## config.mk

```make
export PLATFORM = sky130hd
export DESIGN_NAME = vagc_top
export DESIGN_NICKNAME = d
export VERILOG_FILES = /design/src/hw/vagc_pkg.sv /design/src/hw/vagc_top.sv /design/src/hw/vagc_sync.sv /design/src/hw/vagc_regfile.sv
export SDC_FILE = /design/constraint.sdc
export NUM_CORES = 1
export LEC_CHECK = 0
export ABC_AREA = 1
export BUFFER_PORTS_ARGS = -buffer_cell sky130_fd_sc_hd__buf_2
export CAP_MARGIN = 10
export CELL_PAD_IN_SITES_DETAIL_PLACEMENT = 1
export CELL_PAD_IN_SITES_GLOBAL_PLACEMENT = 1
export CORE_MARGIN = 4
export CORE_UTILIZATION = 39
export CTS_BUF_LIST = sky130_fd_sc_hd__clkbuf_8
export DETAILED_ROUTE_END_ITERATION = 7
export GPL_TIMING_DRIVEN = 0
export PLACE_DENSITY_LB_ADDON = 0.1
export REMOVE_ABC_BUFFERS = 1
export SLEW_MARGIN = 20
export SYNTH_ARGS = -nofsm -noshare
export SYNTH_HDL_FRONTEND = slang
export SYNTH_SLANG_ARGS = --single-unit
```

## constraint.sdc

```tcl
create_clock -name clk -period 2.6 [get_ports clk]
set_clock_uncertainty 0.05 [all_clocks]
set_input_delay 0.39 -clock clk [delete_from_list [all_inputs] [get_ports clk]]
set_output_delay 0.39 -clock clk [all_outputs]
set_load 0.01 [all_outputs]
```

## src/hw/vagc_pkg.sv

```systemverilog
// Purpose: Shared constants and types for the video gain control register bank
// Assumes: 8-bit subaddresses on a two-wire serial register bus
// Notes:   Reset values and field positions live here only
package vagc_pkg;

  // Register subaddresses
  localparam logic [7:0] REG_CHROMA_THR  = 8'h6a;
  localparam logic [7:0] REG_BACKEND_DIS = 8'h6c;
  localparam logic [7:0] REG_FALL_SPEED  = 8'h6f;
  localparam logic [7:0] REG_FW_VERSION  = 8'h70;
  localparam logic [7:0] REG_RISE_SPEED  = 8'h78;
  localparam logic [7:0] REG_RISE_DELAY  = 8'h79;
  localparam logic [7:0] REG_FALL_DELAY  = 8'h9e;
  localparam logic [7:0] REG_RANGE_SEL   = 8'h9f;

  // Reset values
  localparam logic [7:0] RST_CHROMA_THR  = 8'h0a;
  localparam logic [7:0] RST_BACKEND_DIS = 8'h08;
  localparam logic [7:0] RST_FALL_SPEED  = 8'h04;
  localparam logic [7:0] RST_RISE_SPEED  = 8'h05;
  localparam logic [7:0] RST_RISE_DELAY  = 8'h1e;
  localparam logic [7:0] RST_FALL_DELAY  = 8'h00;
  localparam logic [7:0] RST_RANGE_SEL   = 8'h06;

  // Field positions
  localparam int THR_MSB         = 3;
  localparam int THR_EN_BIT      = 4;
  localparam int SYNC_REF_DIS    = 0;
  localparam int BURST_REF_DIS   = 1;
  localparam int PEAK_REF_DIS    = 2;
  localparam int MUST_BE_ONE_BIT = 3;

  // Gain range codes
  localparam logic [2:0] RANGE_1P25 = 3'h5;
  localparam logic [2:0] RANGE_1P5  = 3'h6;
  localparam logic [2:0] RANGE_1P75 = 3'h7;

  typedef enum logic [1:0] {SPAN_1P25, SPAN_1P5, SPAN_1P75} vagc_span_t;
  typedef enum logic [1:0] {FE_REF_SYNC, FE_REF_BURST, FE_REF_PEAK, FE_REF_OTHER} vagc_fe_ref_t;
  typedef enum logic [2:0] {RID_CHROMA, RID_BACKEND, RID_FALL_SPD, RID_FW, RID_RISE_SPD,
                            RID_RISE_DLY, RID_FALL_DLY, RID_RANGE} vagc_rid_t;
  typedef enum logic [2:0] {I2C_IDLE, I2C_ADDR, I2C_ACK, I2C_SUB, I2C_WR, I2C_RD,
                            I2C_RD_ACK} vagc_i2c_st_t;

  // Writable register image
  typedef struct packed {
    logic [7:0] chroma_gain_threshold;
    logic [7:0] backend_gain_disable;
    logic [7:0] gain_fall_speed;
    logic [7:0] gain_rise_speed;
    logic [7:0] gain_rise_delay;
    logic [7:0] gain_fall_delay;
    logic [7:0] gain_range_select;
  } vagc_regs_t;

  localparam vagc_regs_t REGS_RST = '{RST_CHROMA_THR, RST_BACKEND_DIS, RST_FALL_SPEED,
                                      RST_RISE_SPEED, RST_RISE_DELAY, RST_FALL_DELAY,
                                      RST_RANGE_SEL};

  // Settings handed to the gain path
  typedef struct packed {
    logic [2:0] rise_speed;
    logic [7:0] rise_delay;
    logic       rise_active;
    logic [2:0] fall_speed;
    logic [7:0] fall_delay;
    logic       fall_active;
    vagc_span_t gain_span;
    logic       chroma_gain_loop_on;
    logic       backend_gain_off;
  } vagc_ctl_t;

  localparam vagc_ctl_t CTL_RST = '{RST_RISE_SPEED[2:0], RST_RISE_DELAY, 1'b0,
                                    RST_FALL_SPEED[2:0], RST_FALL_DELAY, 1'b0,
                                    SPAN_1P5, 1'b1, 1'b0};

  // Serial slave state
  typedef struct packed {
    vagc_i2c_st_t st;
    vagc_i2c_st_t after;
    logic [2:0]   cnt;
    logic [7:0]   sh;
    logic         got;
    logic [7:0]   ptr;
    logic [7:0]   waddr;
    logic [7:0]   wdata;
    logic         we;
    logic         oe;
    logic         scl_q;
    logic         sda_q;
    vagc_ctl_t    ctl;
  } vagc_main_t;

  localparam vagc_main_t MAIN_RST = '{I2C_IDLE, I2C_IDLE, 3'h0, 8'h00, 1'b0, 8'h00,
                                      8'h00, 8'h00, 1'b0, 1'b0, 1'b1, 1'b1, CTL_RST};

  // Subaddress to register id; valid flag in the returned bit
  function automatic logic vagc_decode(input logic [7:0] a, output vagc_rid_t id);
    vagc_decode = 1'b1;
    id = RID_FW;
    case (a)
      REG_CHROMA_THR:  id = RID_CHROMA;
      REG_BACKEND_DIS: id = RID_BACKEND;
      REG_FALL_SPEED:  id = RID_FALL_SPD;
      REG_FW_VERSION:  id = RID_FW;
      REG_RISE_SPEED:  id = RID_RISE_SPD;
      REG_RISE_DELAY:  id = RID_RISE_DLY;
      REG_FALL_DELAY:  id = RID_FALL_DLY;
      REG_RANGE_SEL:   id = RID_RANGE;
      default:         vagc_decode = 1'b0;
    endcase
  endfunction

endpackage

```

## src/hw/vagc_top.sv

```systemverilog
// Purpose: Gain control register bank behind a two-wire serial slave
// Assumes: Bus pins are asynchronous; gain path inputs share clk
// Notes:   Subaddress pointer auto-increments on each written byte and each master-acked read byte
//
// How it works
// - Rise speed sits in bits 2:0 at 78h, rise delay at 79h.
// - Fall speed bits 2:0 at 6Fh, delay at 9Eh; speed only on peaks.
// - Range codes 101, 110, 111 pick spans 1.25, 1.5, 1.75 to 1.0.
// - Colour loop starts once chroma amplitude reaches the four-bit threshold.
// - Sync-height disable bit with sync reference turns back-end loop off.
// - Burst disable bit with burst reference turns back-end loop off.
// - Peak disable bit with composite peak reference turns back-end loop off.
// - Firmware version is read-only, fixed, and ignores writes.
`timescale 1ns/100ps
`default_nettype none
module vagc_top import vagc_pkg::*; #(
  parameter logic [6:0] DEV_ADDR   = 7'h5c,
  parameter logic [7:0] FW_VERSION = 8'h5a, // Arbitrary value
  parameter int         AMP_W      = 4
) (
  input  wire logic             clk,
  input  wire logic             arst_n,
  input  wire logic             scl_in,
  input  wire logic             sda_in,
  output logic                  sda_out,
  output logic                  sda_oe,
  input  wire vagc_fe_ref_t     fe_ref,
  input  wire logic             composite_in,
  input  wire logic [AMP_W-1:0] chroma_amp,
  output vagc_ctl_t             ctl
);
  vagc_main_t q_r;
  vagc_main_t q_nxt;
  vagc_regs_t regs;
  logic [7:0] rdata;
  logic [1:0] pins_s;
  logic       scl_s;
  logic       sda_s;
  logic       scl_rise;
  logic       scl_fall;
  logic       bus_start;
  logic       bus_stop;

  // Both bus pins pass two flops first
  vagc_sync #(
    .W (2)
  ) u_sync (
    .clk    (clk),
    .arst_n (arst_n),
    .d      ({scl_in, sda_in}),
    .q      (pins_s)
  );

  assign scl_s = pins_s[1];
  assign sda_s = pins_s[0];

  // Register storage and read buffer
  vagc_regfile #(
    .FW_VERSION (FW_VERSION)
  ) u_regs (
    .clk    (clk),
    .arst_n (arst_n),
    .we     (q_r.we),
    .waddr  (q_r.waddr),
    .wdata  (q_r.wdata),
    .raddr  (q_r.ptr),
    .rdata  (rdata),
    .regs   (regs)
  );

  // Bus events seen on synchronised levels only
  assign scl_rise  = scl_s & ~q_r.scl_q;
  assign scl_fall  = ~scl_s & q_r.scl_q;
  assign bus_start = scl_s & q_r.scl_q & q_r.sda_q & ~sda_s;
  assign bus_stop  = scl_s & q_r.scl_q & ~q_r.sda_q & sda_s;

  // Span decode; reserved codes fall back to the default span
  function automatic vagc_span_t span_of(input logic [2:0] code);
    case (code)
      RANGE_1P25: span_of = SPAN_1P25;
      RANGE_1P5:  span_of = SPAN_1P5;
      RANGE_1P75: span_of = SPAN_1P75;
      default:    span_of = SPAN_1P5;
    endcase
  endfunction

  // Serial slave sequencing and gain path settings
  always_comb begin
    q_nxt = q_r;
    q_nxt.we = 1'b0;
    q_nxt.scl_q = scl_s;
    q_nxt.sda_q = sda_s;
    case (q_r.st)
      I2C_IDLE: begin
        q_nxt.oe = 1'b0;
      end
      I2C_ADDR, I2C_SUB, I2C_WR: begin
        if (scl_rise) begin
          q_nxt.sh  = {q_r.sh[6:0], sda_s};
          q_nxt.cnt = 3'(q_r.cnt + 3'h1);
          q_nxt.got = (q_r.cnt == 3'h7);
        end else if (scl_fall && q_r.got) begin
          q_nxt.got = 1'b0;
          q_nxt.cnt = 3'h0;
          q_nxt.oe  = 1'b1;
          q_nxt.st  = I2C_ACK;
          if (q_r.st == I2C_ADDR) begin
            // Foreign address: stay off the bus until next start
            if (q_r.sh[7:1] != DEV_ADDR) begin
              q_nxt.oe = 1'b0;
              q_nxt.st = I2C_IDLE;
            end
            q_nxt.after = q_r.sh[0] ? I2C_RD : I2C_SUB;
          end else if (q_r.st == I2C_SUB) begin
            q_nxt.ptr   = q_r.sh;
            q_nxt.after = I2C_WR;
          end else begin
            q_nxt.we    = 1'b1;
            q_nxt.waddr = q_r.ptr;
            q_nxt.wdata = q_r.sh;
            q_nxt.ptr   = 8'(q_r.ptr + 8'h01);
            q_nxt.after = I2C_WR;
          end
        end
      end
      I2C_ACK: begin
        // Ack low held for the whole ninth clock
        if (scl_fall) begin
          q_nxt.oe = 1'b0;
          q_nxt.st = q_r.after;
          if (q_r.after == I2C_RD) begin
            q_nxt.sh  = rdata;
            q_nxt.oe  = ~rdata[7];
            q_nxt.cnt = 3'h0;
          end
        end
      end
      I2C_RD: begin
        if (scl_rise) begin
          q_nxt.cnt = 3'(q_r.cnt + 3'h1);
          q_nxt.got = (q_r.cnt == 3'h7);
        end else if (scl_fall) begin
          if (q_r.got) begin
            q_nxt.got = 1'b0;
            q_nxt.oe  = 1'b0;
            q_nxt.st  = I2C_RD_ACK;
          end else begin
            q_nxt.sh = {q_r.sh[6:0], 1'b0};
            q_nxt.oe = ~q_r.sh[6];
          end
        end
      end
      I2C_RD_ACK: begin
        // Master ack moves the pointer; nack ends the read
        if (scl_rise) begin
          q_nxt.got = ~sda_s;
          if (!sda_s) begin
            q_nxt.ptr = 8'(q_r.ptr + 8'h01);
          end
        end else if (scl_fall) begin
          q_nxt.got = 1'b0;
          q_nxt.cnt = 3'h0;
          if (q_r.got) begin
            q_nxt.st = I2C_RD;
            q_nxt.sh = rdata;
            q_nxt.oe = ~rdata[7];
          end else begin
            q_nxt.st = I2C_IDLE;
          end
        end
      end
      default: begin
        q_nxt.st = I2C_IDLE;
        q_nxt.oe = 1'b0;
      end
    endcase

    // Stop or start overrides any state, even mid-byte
    if (bus_stop) begin
      q_nxt.st = I2C_IDLE;
      q_nxt.oe = 1'b0;
      q_nxt.got = 1'b0;
    end else if (bus_start) begin
      q_nxt.st  = I2C_ADDR;
      q_nxt.oe  = 1'b0;
      q_nxt.cnt = 3'h0;
      q_nxt.got = 1'b0;
    end

    // Rise controls apply to composite inputs
    q_nxt.ctl.rise_speed  = regs.gain_rise_speed[2:0];
    q_nxt.ctl.rise_delay  = regs.gain_rise_delay;
    q_nxt.ctl.rise_active = composite_in;
    // Fall speed only meaningful on peak reference
    q_nxt.ctl.fall_speed  = regs.gain_fall_speed[2:0];
    q_nxt.ctl.fall_delay  = regs.gain_fall_delay;
    q_nxt.ctl.fall_active = (fe_ref == FE_REF_PEAK);
    q_nxt.ctl.gain_span   = span_of(regs.gain_range_select[2:0]);

    // Threshold bypassed while its enable is clear
    if (regs.chroma_gain_threshold[THR_EN_BIT]) begin
      q_nxt.ctl.chroma_gain_loop_on =
        (chroma_amp >= AMP_W'(regs.chroma_gain_threshold[THR_MSB:0]));
    end else begin
      q_nxt.ctl.chroma_gain_loop_on = 1'b1;
    end

    // Conditional back-end disable keyed to front-end reference
    q_nxt.ctl.backend_gain_off =
      ((fe_ref == FE_REF_SYNC)  && regs.backend_gain_disable[SYNC_REF_DIS])  ||
      ((fe_ref == FE_REF_BURST) && regs.backend_gain_disable[BURST_REF_DIS]) ||
      ((fe_ref == FE_REF_PEAK)  && regs.backend_gain_disable[PEAK_REF_DIS]);
  end

  always_ff @(posedge clk or negedge arst_n) begin
    if (!arst_n) begin
      q_r <= MAIN_RST;
    end else begin
      q_r <= q_nxt;
    end
  end

  // Open drain: only ever pulls low
  assign sda_out = 1'b0;
  assign sda_oe  = q_r.oe;
  assign ctl     = q_r.ctl;
endmodule
`default_nettype wire

```

## src/hw/vagc_sync.sv

```systemverilog
// Purpose: Two-stage synchroniser for pin inputs
// Assumes: Inputs are asynchronous levels
// Notes:   Only the second stage leaves this module
`timescale 1ns/100ps
`default_nettype none
module vagc_sync #(
  parameter int W = 2
) (
  input  wire logic         clk,
  input  wire logic         arst_n,
  input  wire logic [W-1:0] d,
  output logic      [W-1:0] q
);
  logic [1:0][W-1:0] stage_r;
  logic [1:0][W-1:0] stage_nxt;

  // Stage one feeds stage two only
  always_comb begin
    stage_nxt[0] = d;
    stage_nxt[1] = stage_r[0];
  end

  // Idle bus is high
  always_ff @(posedge clk or negedge arst_n) begin
    if (!arst_n) begin
      stage_r <= '1;
    end else begin
      stage_r <= stage_nxt;
    end
  end

  assign q = stage_r[1];
endmodule
`default_nettype wire

```

## src/hw/vagc_regfile.sv

```systemverilog
// Purpose: Configuration register storage with registered read data
// Assumes: One write strobe per byte from the serial slave
// Notes:   Unmapped reads return zero; read-only and unmapped writes drop
`timescale 1ns/100ps
`default_nettype none
module vagc_regfile import vagc_pkg::*; #(
  parameter logic [7:0] FW_VERSION = 8'h5a // Arbitrary value
) (
  input  wire logic       clk,
  input  wire logic       arst_n,
  input  wire logic       we,
  input  wire logic [7:0] waddr,
  input  wire logic [7:0] wdata,
  input  wire logic [7:0] raddr,
  output logic      [7:0] rdata,
  output vagc_regs_t      regs
);
  typedef struct packed {
    vagc_regs_t regs;
    logic [7:0] rdata;
  } vagc_rf_t;

  vagc_rf_t  rf_r;
  vagc_rf_t  rf_nxt;
  vagc_rid_t wid;
  vagc_rid_t rid;
  logic      wok;
  logic      rok;

  // Write, and in the same cycle refresh the read buffer from pre-write contents at the current pointer
  always_comb begin
    rf_nxt = rf_r;
    wok = vagc_decode(waddr, wid);
    rok = vagc_decode(raddr, rid);
    if (we && wok) begin
      case (wid)
        RID_CHROMA:   rf_nxt.regs.chroma_gain_threshold = wdata;
        RID_BACKEND:  rf_nxt.regs.backend_gain_disable  = wdata;
        RID_FALL_SPD: rf_nxt.regs.gain_fall_speed       = wdata;
        RID_RISE_SPD: rf_nxt.regs.gain_rise_speed       = wdata;
        RID_RISE_DLY: rf_nxt.regs.gain_rise_delay       = wdata;
        RID_FALL_DLY: rf_nxt.regs.gain_fall_delay       = wdata;
        RID_RANGE:    rf_nxt.regs.gain_range_select     = wdata;
        default:      rf_nxt.regs = rf_r.regs;
      endcase
    end
    rf_nxt.rdata = 8'h00;
    if (rok) begin
      case (rid)
        RID_CHROMA:   rf_nxt.rdata = rf_r.regs.chroma_gain_threshold;
        RID_BACKEND:  rf_nxt.rdata = rf_r.regs.backend_gain_disable;
        RID_FALL_SPD: rf_nxt.rdata = rf_r.regs.gain_fall_speed;
        RID_FW:       rf_nxt.rdata = FW_VERSION;
        RID_RISE_SPD: rf_nxt.rdata = rf_r.regs.gain_rise_speed;
        RID_RISE_DLY: rf_nxt.rdata = rf_r.regs.gain_rise_delay;
        RID_FALL_DLY: rf_nxt.rdata = rf_r.regs.gain_fall_delay;
        RID_RANGE:    rf_nxt.rdata = rf_r.regs.gain_range_select;
        default:      rf_nxt.rdata = 8'h00;
      endcase
    end
  end

  // Defaults come back on every reset
  always_ff @(posedge clk or negedge arst_n) begin
    if (!arst_n) begin
      rf_r <= '{REGS_RST, 8'h00};
    end else begin
      rf_r <= rf_nxt;
    end
  end

  assign rdata = rf_r.rdata;
  assign regs  = rf_r.regs;
endmodule
`default_nettype wire

```

==> flow_summary.toml <==
[logic_synthesis]
synth_cells = 782
ys_seq_elements = 142
synth-seq-area-share_pct = 53.38
synth.distinct_cells = 39
yosys_warnings = 0
mappedNetlistArea_um2 = 6720
synth_area_leader_cell = "dfrtp_1"
netlist_top_cells_area = "dfrtp_1 43%, dfstp_2 11%, nand2_1 9.3%"
post_synth.cell_area_avg_um2 = 8.594
yosysTopAreaCellShare_pct = 42.82

[sta]
grt_setup_unrepaired = "no"
finalSetupViolations = 0
tightestPinTransition_ns = 0.6506
timing.hold.ws_ns = 0.08587
finalHoldViolations = 0
final_critical_path_setup_slack_ns = 0.2441
slew_headroom_pct = 56.51
final_count_of_pins_violating_max_slew = 0
period_share_pct = 90.61
tns_ns = 0
highest_achievable_clock_rate_mhz = 424.5
layout_min_cycle_time_ns = 2.356

[pwr]
finalPower_mw = 4.210
max-vdd-ir-drop_mv = 0.3104
power.static_leakage_nw = 3.411
power_per_cell_area_nw_per_um2 = 565.4

[clock_network]
cts_num_sinks = 142
clock_latency_ns = 0.45
clk_root_buffer_cell = "clkbuf_8"
clk_pin_slew_worst_paths_ns = 0.08
tritoncts.num_buffers = 17
cts_tree = "built"
cts.path.max_buffers = 2
clock_tree.htree_level_count = 4

[floorplan]
num_rows = 47
initial_util_pct = 40.10
io_pins = 41
core_area_um2 = 16760
chipWidth_um = 139.3
die_height_um = 139.3
floorplan.die_area_um2 = 19390

[final_layout]
most_common_cell_after_layout_fill_and_taps_aside = "nand2_1"
area_delta_synth_final_pct = 10.80
final_cell_mix = "166 x nand2_1, 115 x dfrtp_1, 110 x o21ai_0, 90 x inv_1, 63 x nor2_1"
final_core_util_pct = 44.43
post_route_cells_drive_above_1_share_pct = 15.26
filler_cell_count = 2001
net_total_in_the_final_layout = 830
insertedDiodeCount = 0

[critical_path]
worst-endpoint-arrival_ns = 2.60
timing.critical_path.required_ns = 2.84
critical_path.startpoint_type = "flip-flop"
cp-startpoint = "q_r[48]$_DFFE_PN0P_"
endpoint_kind = "flip-flop"
critPathMaxFanout = 9
startpoint_of_the_worst_slack_reg_to_reg_timing_path = "q_r[48]$_DFFE_PN0P_"
criticalPathCategory = "flip-flop to flip-flop"

[placed_design]
place_hpwl_um = 12850
port-buffer-count = 39
finalWeightedCongestion = 0.8552
place_ws_ns = -0.6674

[min_path]
worstHoldPathType = "input port to flip-flop"
holdCritStartpoint = "fe_ref[0]"

[route]
via_per_inst = 5.151
post-route-drc-count = 0
drt_pre_antenna_iters = 4
num_vias = 5352
route.antenna.remaining_nets = 0
final_wirelength_um = 17760
wire_per_inst_um = 17.10
dr.first_iter.drc_count = 305

[grt]
grt_max_degree = 82
overflow = 0
first_global_vias = 5554
grt_pass1_wl_um = 29370
initial_antenna_violation_count = 0
grt.total_usage_pct = 18.80

[run_status]
run_status = "complete, no violations"

[run]
drv.max_cap_violation_count = 0
## what timing repair did
item | in CTS | in global routing
hold buffers | 4 | 0
pin swaps | 2 | 0
endpoints found under the hold margin | 54 | 0
setup endpoints to repair | 23 | 9
buffers inserted | 4 | 0
gates resized for setup | 4 | 7
cloned | 1 | 0
## through the flow
stage | cell area (um^2) | cells
3_3_place_gp | 6897 | 997
3_5_place_dp | 6934 | 998
4_1_cts | 7432 | 1039
5_1_grt | 7446 | 1039
6_report | 7446 | 1039
2_1_floorplan | 6426 | 738
## per-layer routing
layer | routed length [um] | global-route usage (%)
met1 | 8631 | 26.41
met4 | 283 | 5.922
met2 | 8296 | 29.16
met5 | 0 | 0
met3 | 553 | 4.151
## registers in the layout, indices dropped and copies added, names as in the netlist
name              flops
u_regs.regs          56
u_regs.rdata          8
ctl                  28
u_sync.stage_nxt      2
q_r                  45
u_sync.q              2
sda_oe                1
## final timing paths
check / slack (ns) / to / cells after the start
max in group asynchronous: 1.27 / ctl[15]$_DFF_PN1_ / 3
worst max register to register: 0.24 / u_regs.rdata[2]$_DFF_PN0_ / 12
worst max-delay path: 0.24 / u_regs.rdata[2]$_DFF_PN0_ / 12
worst min-delay path: 0.09 / ctl[4]$_DFF_PN0_ / 2
worst min register to register: 0.31 / u_sync.q[1]$_DFF_PN1_ / 0
min in group asynchronous: 0.41 / ctl[16]$_DFF_PN0_ / 2
## synthesized netlist by cell type
| cell | number |
|---|---|
| nand2_1 | 166 |
| dfrtp_1 | 115 |
| o21ai_0 | 110 |
| inv_1 | 87 |
| nor2_1 | 64 |
| nand3_1 | 39 |
| buf_4 | 31 |
| dfstp_2 | 27 |
| a21oi_1 | 21 |
| o21ai_1 | 17 |
| nand4_1 | 16 |
| ha_1 | 13 |
| clkbuf_1 | 7 |
| inv_2 | 6 |
| nand3_2 | 6 |
| nor3_1 | 6 |
| o21a_1 | 5 |
| a21boi_0 | 4 |
| buf_2 | 4 |
| nor2_2 | 4 |
| o22ai_1 | 4 |
| a22oi_1 | 3 |
| nand3b_1 | 3 |
| o211ai_1 | 3 |
| o31ai_1 | 3 |
| a21o_1 | 2 |
| nand2_2 | 2 |
| nor4_1 | 2 |
| xor2_1 | 2 |
| a22o_1 | 1 |
| and3_1 | 1 |
| buf_1 | 1 |
| buf_6 | 1 |
| conb_1 | 1 |
| nand4_2 | 1 |
| nor2_4 | 1 |
| o2111a_2 | 1 |
| o221ai_1 | 1 |
| o311ai_0 | 1 |
## cells by family (layout without fill, tap and decap cells)
family	after synthesis	in the layout	share of synthesized area, %
adder cells (fa/ha/maj)	13	13	2.420
AND/OR/NAND/NOR	311	312	20.11
buffers and inverters	137	173	9.570
XOR/XNOR	2	2	0.2607
other	1	1	0.05580
AO/OA/AOI/OAI	176	176	14.21
flip-flops	142	142	53.38
## power by group
| part | switching [mW] | internal (mW) | total (mW) |
|---|---|---|---|
| Sequential | 0.0132 | 2.22 | 2.24 |
| Combinational | 0.142 | 0.0484 | 0.191 |
| Clock | 0.851 | 0.931 | 1.78 |
| Total | 1.01 | 3.20 | 4.21 |
## worst max-delay path: stages (launching register included)
cell	delay, ns
dfrtp_1	0.45
inv_1	0.13
ha_1	0.25
nor2_1	0.12
nor2_1	0.05
nand2_1	0.10
nand2_2	0.14
inv_2	0.14
nand2_2	0.09
nand4_1	0.17
inv_1	0.13
a21boi_1	0.24
nand4_1	0.16
## area by class of cell
cell class	count	area (um^2)	share of cell area, %
Multi-Input combinational cell	504	2525	33.91
Timing Repair Buffer	48	315.3	4.235
Inverter	93	349.1	4.688
Clock buffer	17	234.0	3.142
Clock inverter	15	160.2	2.151
Sequential cell	142	3587	48.18
Tap cell	220	275.3	3.697
No activity file was read; power rests on OpenSTA's default activity.
